`src/rhp_cfg.svh`:
```
// Constants of the nibble host port and interrupt block.
// Assumes inclusion by bare name from package and modules.
`ifndef RHP_CFG_SVH
`define RHP_CFG_SVH

// ----------------------------------------------------------------
// Port geometry
// ----------------------------------------------------------------
`define RHP_ADDR_W 4
`define RHP_DATA_W 4
`define RHP_LOCS 16

// ----------------------------------------------------------------
// Reset values
// ----------------------------------------------------------------
`define RHP_STORE_RST 64'h0000_0000_0000_0000
`define RHP_NIB_RST 4'h0

// ----------------------------------------------------------------
// Cyclic periods in 32.768 kHz ticks
// ----------------------------------------------------------------
`define RHP_XTAL_HZ 32768
`define RHP_CYC_TICKS_0 21'h00_0010
`define RHP_CYC_TICKS_1 21'h00_0020
`define RHP_CYC_TICKS_2 21'h00_0100
`define RHP_CYC_TICKS_3 21'h00_0800
`define RHP_CYC_TICKS_4 21'h00_8000
`define RHP_CYC_TICKS_5 21'h1E_0000
`define RHP_CYC_CNT_W 21

// Period selector codes
`define RHP_SEL_OFF 3'h0
`define RHP_SEL_488US 3'h1
`define RHP_SEL_977US 3'h2
`define RHP_SEL_7813US 3'h3
`define RHP_SEL_62MS 3'h4
`define RHP_SEL_1S 3'h5
`define RHP_SEL_60S 3'h6

`endif

```
`src/rhp_pkg.sv`:
```
// Types shared by the nibble host port and its cyclic source.
// Assumes rhp_cfg.svh is on the include path.
`include "rhp_cfg.svh"

package rhp_pkg;

  // ----------------------------------------------------------------
  // Host bus pins as seen by the device
  // ----------------------------------------------------------------
  typedef struct packed {
    logic iface_enable;
    logic select_n;
    logic read_n;
    logic write_n;
    logic [`RHP_ADDR_W-1:0] nibble_addr_lines;
    logic [`RHP_DATA_W-1:0] nibble_data_lines;
  } rhp_bus_t;

  // Data pin drive towards the host
  typedef struct packed {
    logic [`RHP_DATA_W-1:0] data;
    logic oe_n;
  } rhp_drive_t;

  // Time and alarm comparison words, BCD
  typedef struct packed {
    logic [7:0] hours;
    logic [7:0] minutes;
  } rhp_hm_t;

  typedef enum logic [1:0] {
    RHP_IDLE,
    RHP_READ,
    RHP_WRITE
  } rhp_acc_t;

endpackage : rhp_pkg

```
`src/rhp_cyclic.sv`:
```
// Cyclic interrupt source counting 32.768 kHz ticks.
// Assumes tick_in is a one-cycle pulse synchronous to clk_in.
`timescale 1ns/1ns
`include "rhp_cfg.svh"

module rhp_cyclic
  import rhp_pkg::*;
#(
  parameter int CNT_W = `RHP_CYC_CNT_W
) (
  input wire logic clk_in,
  input wire logic arst_n_in,
  input wire logic tick_in,
  input wire logic [2:0] period_sel_in,
  input wire logic level_mode_in,
  input wire logic flag_clear_in,
  output logic request_out
);

  typedef struct packed {
    logic [CNT_W-1:0] cnt;
    logic req;
  } rhp_cyc_state_t;

  rhp_cyc_state_t st;
  rhp_cyc_state_t next_st;

  // ----------------------------------------------------------------
  // Period decode
  // ----------------------------------------------------------------
  function automatic logic [CNT_W-1:0] period_of(input logic [2:0] sel);
    case (sel)
      `RHP_SEL_488US: period_of = CNT_W'(`RHP_CYC_TICKS_0);
      `RHP_SEL_977US: period_of = CNT_W'(`RHP_CYC_TICKS_1);
      `RHP_SEL_7813US: period_of = CNT_W'(`RHP_CYC_TICKS_2);
      `RHP_SEL_62MS: period_of = CNT_W'(`RHP_CYC_TICKS_3);
      `RHP_SEL_1S: period_of = CNT_W'(`RHP_CYC_TICKS_4);
      `RHP_SEL_60S: period_of = CNT_W'(`RHP_CYC_TICKS_5);
      default: period_of = '0;
    endcase
  endfunction : period_of

  always_comb begin
    logic [CNT_W-1:0] per;
    logic fire;
    per = period_of(period_sel_in);
    fire = 1'b0;
    next_st = st;
    if (per == '0) begin
      next_st.cnt = '0;
    end else if (tick_in) begin
      if (st.cnt >= per - CNT_W'(1)) begin
        next_st.cnt = '0;
        fire = 1'b1;
      end else begin
        next_st.cnt = st.cnt + CNT_W'(1);
      end
    end
    if (level_mode_in) begin
      if (fire) begin
        next_st.req = 1'b1;
      end else if (flag_clear_in) begin
        next_st.req = 1'b0;
      end
    end else begin
      // Pulse lasts one tick period; clear input ignored here
      if (fire) begin
        next_st.req = 1'b1;
      end else if (tick_in) begin
        next_st.req = 1'b0;
      end
    end
    if (per == '0) begin
      next_st.req = 1'b0;
    end
  end

  always_ff @(posedge clk_in or negedge arst_n_in) begin
    if (!arst_n_in) begin
      st <= '0;
    end else begin
      st <= next_st;
    end
  end

  assign request_out = st.req;

endmodule : rhp_cyclic

```
`src/rhp_host_port.sv`:
```
// Nibble-wide host port with sixteen locations and the combined
// interrupt output of the real-time clock.
// Assumes host pins already synchronous to clk_in and a one-cycle
// 32.768 kHz tick from the oscillator section.
//
// Function
// - Enable high: strobes combine with select
// - Enable low: strobes ignored, data undriven
// - Read: device drives addressed nibble
// - Write: addressed nibble stored at strobe end
// - Select and strobe order interchangeable
// - Alarm match of minutes, hours pulls irq
// - Cyclic request pulls irq periodically
// - Irq pin is OR of both requests
// - Separate readable alarm and cyclic flags
// - Interrupts run regardless of enable
// - Irq inactive (high) from reset
// - Six cyclic periods selectable
// - Cyclic pulse mode or held level
// - Flags read inverse to irq pin
// - Alarm irq gated by enable and flag
`timescale 1ns/1ns
`include "rhp_cfg.svh"

module rhp_host_port
  import rhp_pkg::*;
#(
  parameter int LOCS = `RHP_LOCS
) (
  input wire logic clk_in,
  input wire logic arst_n_in,
  // Host bus pins
  input wire logic iface_enable_in,
  input wire logic select_n_in,
  input wire logic read_n_in,
  input wire logic write_n_in,
  input wire logic [3:0] nibble_addr_lines_in,
  input wire logic [3:0] nibble_data_lines_in,
  output logic [3:0] nibble_data_lines_out,
  output logic nibble_data_lines_oe_n_out,
  // Timebase and time counter
  input wire logic tick_32k_in,
  input wire logic [7:0] time_minutes_in,
  input wire logic [7:0] time_hours_in,
  input wire logic [7:0] alarm_minutes_in,
  input wire logic [7:0] alarm_hours_in,
  // Interrupt control
  input wire logic alarm_enable_bit_in,
  input wire logic alarm_flag_clear_in,
  input wire logic cyclic_level_mode_bit_in,
  input wire logic [2:0] cyclic_period_sel_in,
  input wire logic cyclic_flag_clear_in,
  output logic alarm_flag_out,
  output logic cyclic_flag_out,
  output logic irq_out_n,
  // Stored nibbles and write notification
  output logic [4*LOCS-1:0] store_out,
  output logic write_done_out,
  output logic [3:0] write_addr_out
);

  // ----------------------------------------------------------------
  // State
  // ----------------------------------------------------------------
  typedef struct packed {
    rhp_acc_t acc;
    logic [3:0] wr_addr;
    logic [3:0] wr_data;
    rhp_drive_t drive;
    logic [4*LOCS-1:0] store;
    logic wr_done;
    logic alarm_flag;
    logic match_d;
  } rhp_state_t;

  rhp_state_t st;
  rhp_state_t next_st;
  rhp_bus_t bus;
  rhp_hm_t now_hm;
  rhp_hm_t alarm_hm;
  logic cyc_req;

  assign bus = '{
    iface_enable: iface_enable_in,
    select_n: select_n_in,
    read_n: read_n_in,
    write_n: write_n_in,
    nibble_addr_lines: nibble_addr_lines_in,
    nibble_data_lines: nibble_data_lines_in
  };
  assign now_hm = '{hours: time_hours_in, minutes: time_minutes_in};
  assign alarm_hm = '{hours: alarm_hours_in, minutes: alarm_minutes_in};

  // ----------------------------------------------------------------
  // Helpers
  // ----------------------------------------------------------------
  function automatic logic [3:0] nib_at(
    input logic [4*LOCS-1:0] arr,
    input logic [3:0] idx
  );
    nib_at = arr[idx*4 +: 4];
  endfunction : nib_at

  // ----------------------------------------------------------------
  // Cyclic source
  // ----------------------------------------------------------------
  // periodic request
  rhp_cyclic u_cyclic (
    .clk_in(clk_in),
    .arst_n_in(arst_n_in),
    .tick_in(tick_32k_in),
    .period_sel_in(cyclic_period_sel_in),
    .level_mode_in(cyclic_level_mode_bit_in),
    .flag_clear_in(cyclic_flag_clear_in),
    .request_out(cyc_req)
  );

  // ----------------------------------------------------------------
  // Access decode and alarm
  // ----------------------------------------------------------------
  always_comb begin
    logic rd_ov;
    logic wr_ov;
    logic match;
    rd_ov = bus.iface_enable && !bus.select_n && !bus.read_n;
    wr_ov = bus.iface_enable && !bus.select_n && !bus.write_n;
    match = (now_hm == alarm_hm);
    next_st = st;
    next_st.wr_done = 1'b0;

    case (st.acc)
      RHP_IDLE: begin
        if (wr_ov) begin
          next_st.acc = RHP_WRITE;
          next_st.wr_addr = bus.nibble_addr_lines;
          next_st.wr_data = bus.nibble_data_lines;
        end else if (rd_ov) begin
          next_st.acc = RHP_READ;
        end
      end
      RHP_READ: begin
        if (!rd_ov) begin
          next_st.acc = RHP_IDLE;
        end
      end
      RHP_WRITE: begin
        if (wr_ov) begin
          // Latest data and address before the rising strobe win
          next_st.wr_addr = bus.nibble_addr_lines;
          next_st.wr_data = bus.nibble_data_lines;
        end else begin
          next_st.acc = RHP_IDLE;
          next_st.store[st.wr_addr*4 +: 4] = st.wr_data;
          next_st.wr_done = 1'b1;
        end
        if (!bus.iface_enable) begin
          next_st.acc = RHP_IDLE;
          next_st.wr_done = 1'b0;
          next_st.store = st.store;
        end
      end
      default: begin
        next_st.acc = RHP_IDLE;
      end
    endcase

    if (rd_ov) begin
      next_st.drive.data = nib_at(next_st.store, bus.nibble_addr_lines);
      next_st.drive.oe_n = 1'b0;
    end else begin
      next_st.drive.data = `RHP_NIB_RST;
      next_st.drive.oe_n = 1'b1;
    end

    // alarm on minutes and hours match
    next_st.match_d = match;
    if (match && !st.match_d && alarm_enable_bit_in) begin
      next_st.alarm_flag = 1'b1;
    end else if (alarm_flag_clear_in || !alarm_enable_bit_in) begin
      next_st.alarm_flag = 1'b0;
    end
  end

  always_ff @(posedge clk_in or negedge arst_n_in) begin
    if (!arst_n_in) begin
      st.acc <= RHP_IDLE;
      st.wr_addr <= `RHP_NIB_RST;
      st.wr_data <= `RHP_NIB_RST;
      st.drive.data <= `RHP_NIB_RST;
      st.drive.oe_n <= 1'b1;
      st.store <= `RHP_STORE_RST;
      st.wr_done <= 1'b0;
      st.alarm_flag <= 1'b0;
      st.match_d <= 1'b0;
    end else begin
      st <= next_st;
    end
  end

  // ----------------------------------------------------------------
  // Outputs
  // ----------------------------------------------------------------
  assign nibble_data_lines_out = st.drive.data;
  assign nibble_data_lines_oe_n_out = st.drive.oe_n;
  assign alarm_flag_out = st.alarm_flag;
  assign cyclic_flag_out = cyc_req;
  // alarm gated by enable and flag
  assign irq_out_n = !((st.alarm_flag && alarm_enable_bit_in) || cyc_req);
  assign store_out = st.store;
  assign write_done_out = st.wr_done;
  assign write_addr_out = st.wr_addr;

endmodule : rhp_host_port

```
`config.mk`:
```
export PLATFORM = sky130hd
export DESIGN_NAME = rhp_host_port
export DESIGN_NICKNAME = d
export VERILOG_FILES = /design/src/rhp_pkg.sv /design/src/rhp_cyclic.sv /design/src/rhp_host_port.sv
export VERILOG_INCLUDE_DIRS = /design/src /design/src/src
export SDC_FILE = /design/constraint.sdc
export NUM_CORES = 1
export LEC_CHECK = 0
export BUFFER_PORTS_ARGS = -buffer_cell sky130_fd_sc_hd__buf_2
export CORE_MARGIN = 3
export CORE_UTILIZATION = 40
export CTS_CLUSTER_SIZE = 40
export DETAILED_ROUTE_END_ITERATION = 8
export SLEW_MARGIN = 20
export SYNTH_ARGS = -nofsm -noshare
export SYNTH_HDL_FRONTEND = slang
export SYNTH_SLANG_ARGS = --single-unit
```
`constraint.sdc`:
```
create_clock -name clk_in -period 5 [get_ports clk_in]
set_clock_uncertainty 0.1 [all_clocks]
set_input_delay 0.75 -clock clk_in [delete_from_list [all_inputs] [get_ports clk_in]]
set_output_delay 0.75 -clock clk_in [all_outputs]
set_load 0.05 [all_outputs]
```
* Yosys cells after proc, flatten, opt, wreduce, memory -nomap -nowiden
Index checks and enable logic that the tools add are counted.
** Storage, ports and cells
- Register bits :: 104
- Input bits :: 54
- Logic and storage cells :: 80
** Operators by class
- $add $sub $neg :: 3
- Magnitude comparators :: 1
- Eq/ne operators :: 13
- Shift-type cells :: 3
- Mux-type cells :: 26
- Reductions and logical operators :: 23
** Operator list (number)
- 2-to-1 mux 65 bit :: 3
- one-hot mux 21 bit (6 select lines) :: 1
- bitwise mux 64 bit :: 1
- variable shift 4 x 34 -> 64 bit (first input constant) :: 1
- variable part select 4 x 34 -> 64 bit :: 1
- variable part select 64 x 7 -> 4 bit :: 1
- 2-to-1 mux 21 bit :: 3
- negator 6 -> 34 bit :: 1
- adder 21 x 1 -> 21 bit (second input constant) :: 1
- greater-or-equal comparator 21 bit :: 1
- zero test 21 bit :: 1
- subtractor 21 x 1 -> 21 bit (second input constant) :: 1
- == test 16 bit :: 1
- 2-to-1 mux 1 bit :: 11
- 2-to-1 mux 2 bit :: 5
- == test 3 bit (second input constant) :: 3
- == test 3 x 2 -> 1 bit (second input constant) :: 2
- logical AND 1 bit :: 6
- zero test 1 bit :: 6
- != test 3 bit (second input constant) :: 2
- one-hot mux 2 bit (3 select lines) :: 1
- 2-to-1 mux 5 bit :: 1
- != test 4 x 1 -> 1 bit (second input constant) :: 1
- AND reduction 2 bit :: 2
- 10 further kinds :: 12

* Logic depth before layout (Yosys ltp)
- Word-level depth :: 10
- Depth in mapped cells :: 14
- Mapped depth without buffers :: 13

* Hierarchy
From an unflattened synthesis, not the netlist that was laid out.
** Second synthesis, totals
- Cells, all modules :: 667
- Area, all modules :: 6638.9 sq um
** Modules (own cells, without submodules)
- rhp_host_port :: times used 1, cells each 467, area each 4869.7 sq um, sequential area each 2053.2 sq um
- rhp_cyclic :: times used 1, cells each 200, area each 1769.2 sq um, sequential area each 550.5 sq um

* Worst setup path before layout
Ideal clock, no wire load.
- Path type :: input -> register
- Start point :: input cyclic_period_sel_in[2]
- End point :: register u_cyclic.st[11] (netlist name)
- Arrival :: 3735 ps
- Setup slack :: 1033 ps
- Stages on the path :: 14
- Buffers on the path :: 2
- Cells stage by stage :: clkbuf_1 -> or3b_2 -> ha_1 -> ha_1 -> o21ai_0 -> ha_1 -> nand3_1 -> nor2_1 -> nand3_1 -> o22ai_1 -> nor2_1 -> o21bai_1 -> clkbuf_1 -> nor2_1
** On the way
- Word-level cells in the longest chain between the ends :: 7
- Elaborated cells on any way between the ends :: 14
- Those cells by class :: add/sub: 1; order compare: 1; eq/ne: 6; mux: 4; reduce/logical: 2
** Ends and longest elaborated chain
- from (decl) :: line rhp_host_port.sv:51 : input wire logic [2:0] cyclic_period_sel_in,
- == test 3 bit, or another cell as far along :: line rhp_cyclic.sv:32 : case (sel)
- one-hot mux 21 bit (6 select lines) * :: line rhp_cyclic.sv:32
- subtractor 21 x 1 -> 21 bit :: line rhp_cyclic.sv:52 : if (st.cnt >= per - CNT_W'(1)) begin
- greater-or-equal comparator 21 bit :: line rhp_cyclic.sv:52
- 2-to-1 mux 21 bit :: line rhp_cyclic.sv:52
- 2-to-1 mux 21 bit :: line rhp_cyclic.sv:51 : end else if (tick_in) begin
- 2-to-1 mux 21 bit :: line rhp_cyclic.sv:49 : if (per == '0) begin
- to (signal assigned) :: line rhp_cyclic.sv:82 : st <= next_st;
- to (decl) :: line rhp_cyclic.sv:25 : rhp_cyc_state_t st;
Every way passes the cells marked *; elsewhere a longest branch is shown, timed or not. The select of a mux whose other input is x is not followed.
A chain may end at the register's enable or synchronous reset.

==> flow_metrics.env <==
export IMPL_status="finished clean"
export IMPL_finalNetCount=799
export IMPL_fin_ws_ns=1.11
export IMPL_p_per_area_mw_per_mm2=322
export IMPL_n_antenna_cell=0
export IMPL_syn2layout_area_growth_pct=9.02
export IMPL_cp_depth=9
export IMPL_leakage_uw=0.00368
export IMPL_cts_sinks=104
export IMPL_cts_root_buf="clkbuf_16"
export IMPL_period_minus_slack_ns=3.89
export IMPL_post_route_period_util=0.778
export IMPL_cts_tree="built"
export IMPL_synth_top_cell_by_area="dfrtp_1"
export IMPL_reg2regPathDepth=9
export IMPL_ctsHtreeMaxLevel=3
export IMPL_yosysUniqueCellTypes=73
export IMPL_finalPower_uw=2330
export IMPL_hold_viol_final=0
export IMPL_p_seq_frac=0.414
export IMPL_worstMarginPinSlew_ns=1.06
export IMPL_nFillCells=1561
export IMPL_grt_overflow_total=0
export IMPL_crit_path_start="write_addr_out[2]"
export IMPL_grt_usage=0.198
export IMPL_fmax_ghz=0.257
export IMPL_grt_max_degree=60
export IMPL_synth_top_area_share=0.388
export IMPL_critPathTopFamily="simple AND/OR/NAND/NOR gates"
export IMPL_ys_flop_type="dfrtp_1"
export IMPL_clock_latency_ns=0.35
export IMPL_dr_pass1_iters=5
export IMPL_antenna_left=0
export IMPL_dp_slack_ns=0.928
export IMPL_rsz0062_at_grt="no"
export IMPL_required_ns=5.13
export IMPL_cts_buffers=9
export IMPL_yosys_register_bits=104
export IMPL_synth_area_leaders="dfrtp_1 (39%), buf_4 (8.2%), mux2_2 (4.7%), ha_1 (4.7%), nand2_1 (3.6%)"
export IMPL_gp_congestion=0.861
export IMPL_core_area_mm2=0.0161
export IMPL_die_height_um=135
export IMPL_dr_total_vias=5197
export IMPL_cp_start_kind="flop"
export IMPL_critPathMaxFanout=18
export IMPL_netlist_area_mm2=0.00665
export IMPL_dieWidth_um=135
export IMPL_ys_warn_count=0
export IMPL_criticalPathCategory="flop to flop"
export IMPL_route_detailed_drc=0
export IMPL_p_int_uw=1480
export IMPL_finalSetupViolCount=0
export IMPL_drtIter0Drc=347
export IMPL_num_rows=46
export IMPL_synth_edf_count=0
export IMPL_reg2reg_slack_ns=1.11
export IMPL_start_util=0.414
export IMPL_ys_seq_area_frac=0.392
export IMPL_peakVddDrop_mv=0.197
export IMPL_swShare=0.364
export IMPL_die_area_mm2=0.0182
export IMPL_post_place_cells=925
export IMPL_critPathCaptureType="flop"
export IMPL_slowest_delay_ns=0.70
export IMPL_cts_reportedPaths_clkPinSlew_ns=0.07
export IMPL_crit_slowest_cell="ha_1"
export IMPL_drt_wirelength_per_cell_um=19.1
export IMPL_slew_headroom=0.288
export IMPL_maxCapViolations=0
export IMPL_cts_setup_buffers=0
export IMPL_hpwl_mm=13.9
export IMPL_power_frac_comb=0.280
export IMPL_timing_rr_end="nibble_data_lines_out[0]"
export IMPL_layout_drive_gt1_share=0.295
export IMPL_cts_repair_resize_count=0
export IMPL_fin_setup_tns_ns=0
export IMPL_switching_power_uw=848
export IMPL_clkPwrFrac=0.306
export IMPL_hp_class="input pin to async pin"
export IMPL_worstPathCellList="nor3_1, ha_1, inv_1, nor3_4, nand3_2, mux2_4, mux4_2, o2bb2ai_1, nor4b_2"
export IMPL_grt_pass1_wl_mm=28.1
export IMPL_antenna_found_initial=0
export IMPL_finalMaxSlewViolations=0
export IMPL_worstPathArrival_ns=4.02
export IMPL_worst_path_buf_inv=1
export IMPL_io_pins=131
export IMPL_fin_cells=941
export IMPL_rr_startpoint="write_addr_out[2]"
export IMPL_syn_num_nets=751
export IMPL_port_buffers=130
export IMPL_async_flop_share=1.00
export IMPL_viasPerCell=5.52
export IMPL_cts_max_path_buffers=2
export IMPL_synth_cells=672
export IMPL_syn_avg_cell_area_um2=9.89
export IMPL_ctsHoldBuffers=0
export IMPL_wl_mm=17.9
export IMPL_grt_pass1_vias=5228
==> how the worst max path moves through the flow <==
stage	to	slack, ns
after global routing	nibble_data_lines_out[0]	0.96
after floorplan	u_cyclic.st[11]	1.03
after global placement	u_cyclic.st[14]	1.13
after detailed placement	u_cyclic.st[5]	0.93
final	nibble_data_lines_out[0]	1.11
after CTS	nibble_data_lines_out[0]	1.20
==> stage by stage <==
| step | util | hold WS, ns | area [µm²] |
|---|---|---|---|
| finish | 0.451 | 0.357 | 7240 |
| global route | 0.451 | 0.429 | 7240 |
| CTS | 0.451 | 0.403 | 7240 |
| detailed placement | 0.433 | 0.387 | 6950 |
| global placement | 0.433 | 0.394 | 6950 |
| floorplan | - | 0.354 | 6650 |
==> cells by family after synthesis <==
kind of cell               count (synthesis)  synth area share
and+or+nand+nor                          218             0.175
xor gates and xnor gates                  36            0.0497
DFF                                      104             0.392
muxes                                     56             0.111
buffers and inverters                    132             0.119
adders and majority gates                 25            0.0471
AOI/OAI and AO/OA                        101             0.107
==> registers in the layout, indices dropped and copies added, names as in the netlist <==
signal                      count
st                              7
nibble_data_lines_oe_n_out      1
u_cyclic.request_out            1
alarm_flag_out                  1
store_out                      64
u_cyclic.st                    21
write_done_out                  1
nibble_data_lines_out           4
write_addr_out                  4
==> cells in the mapped netlist (16+ instances only) <==
library cell	number
buf_4	73
nand2_1	63
dfrtp_1	103
clkbuf_1	16
xnor2_1	24
nand3_1	18
nor2_1	43
inv_1	35
nand4_1	19
ha_1	25
o21ai_0	26
mux2_2	28
==> worst reg2reg max path, delay by kind of cell, from the launching register on <==
family | cells | cell delay, ns
buf+inv | 1 | 0.28
flops | 1 | 0.67
compound gates | 1 | 0.15
fa+ha+maj | 1 | 0.70
mux | 2 | 0.85
simple gates | 4 | 1.03
==> layer usage <==
layer	routed length, µm	part of all wire	global-route usage
met5	0	0	0
met3	1240	0.069	0.0350
met2	8270	0.46	0.306
met1	8120	0.45	0.282
met4	313	0.017	0.0639
==> power groups by stage <==
stage / Combinational, µW / Clock [µW] / Sequential (µW)
floorplan: 556 / 0 / 943
global placement: 642 / 0 / 980
detailed placement: 649 / 0 / 981
CTS: 652 / 731 / 964
global route: 702 / 767 / 973
finish: 654 / 714 / 964
==> placed cells by master (no fill, tap or decap), types with 10 or more instances in the layout <==
master	count
buf_2	129
a21oi_1	12
a21o_1	10
nand2_1	63
xor2_1	10
o21ai_0	26
ha_1	25
dfrtp_1	103
nand3_1	18
mux2_2	28
mux2i_1	12
xnor2_1	24
inv_1	35
and3_1	11
nor3_1	11
nor2_1	43
nand4_1	19
==> area by class of cell <==
type	instances	area, µm²	share of cell area
Tap cell	216	270	0.0373
Timing Repair Buffer	134	683	0.0943
Multi-Input combinational cell	436	3260	0.450
Sequential cell	104	2600	0.359
Clock inverter	5	56.3	0.00777
Clock buffer	11	243	0.0335
Inverter	35	131	0.0181
Power figures use the tool's default switching activity.
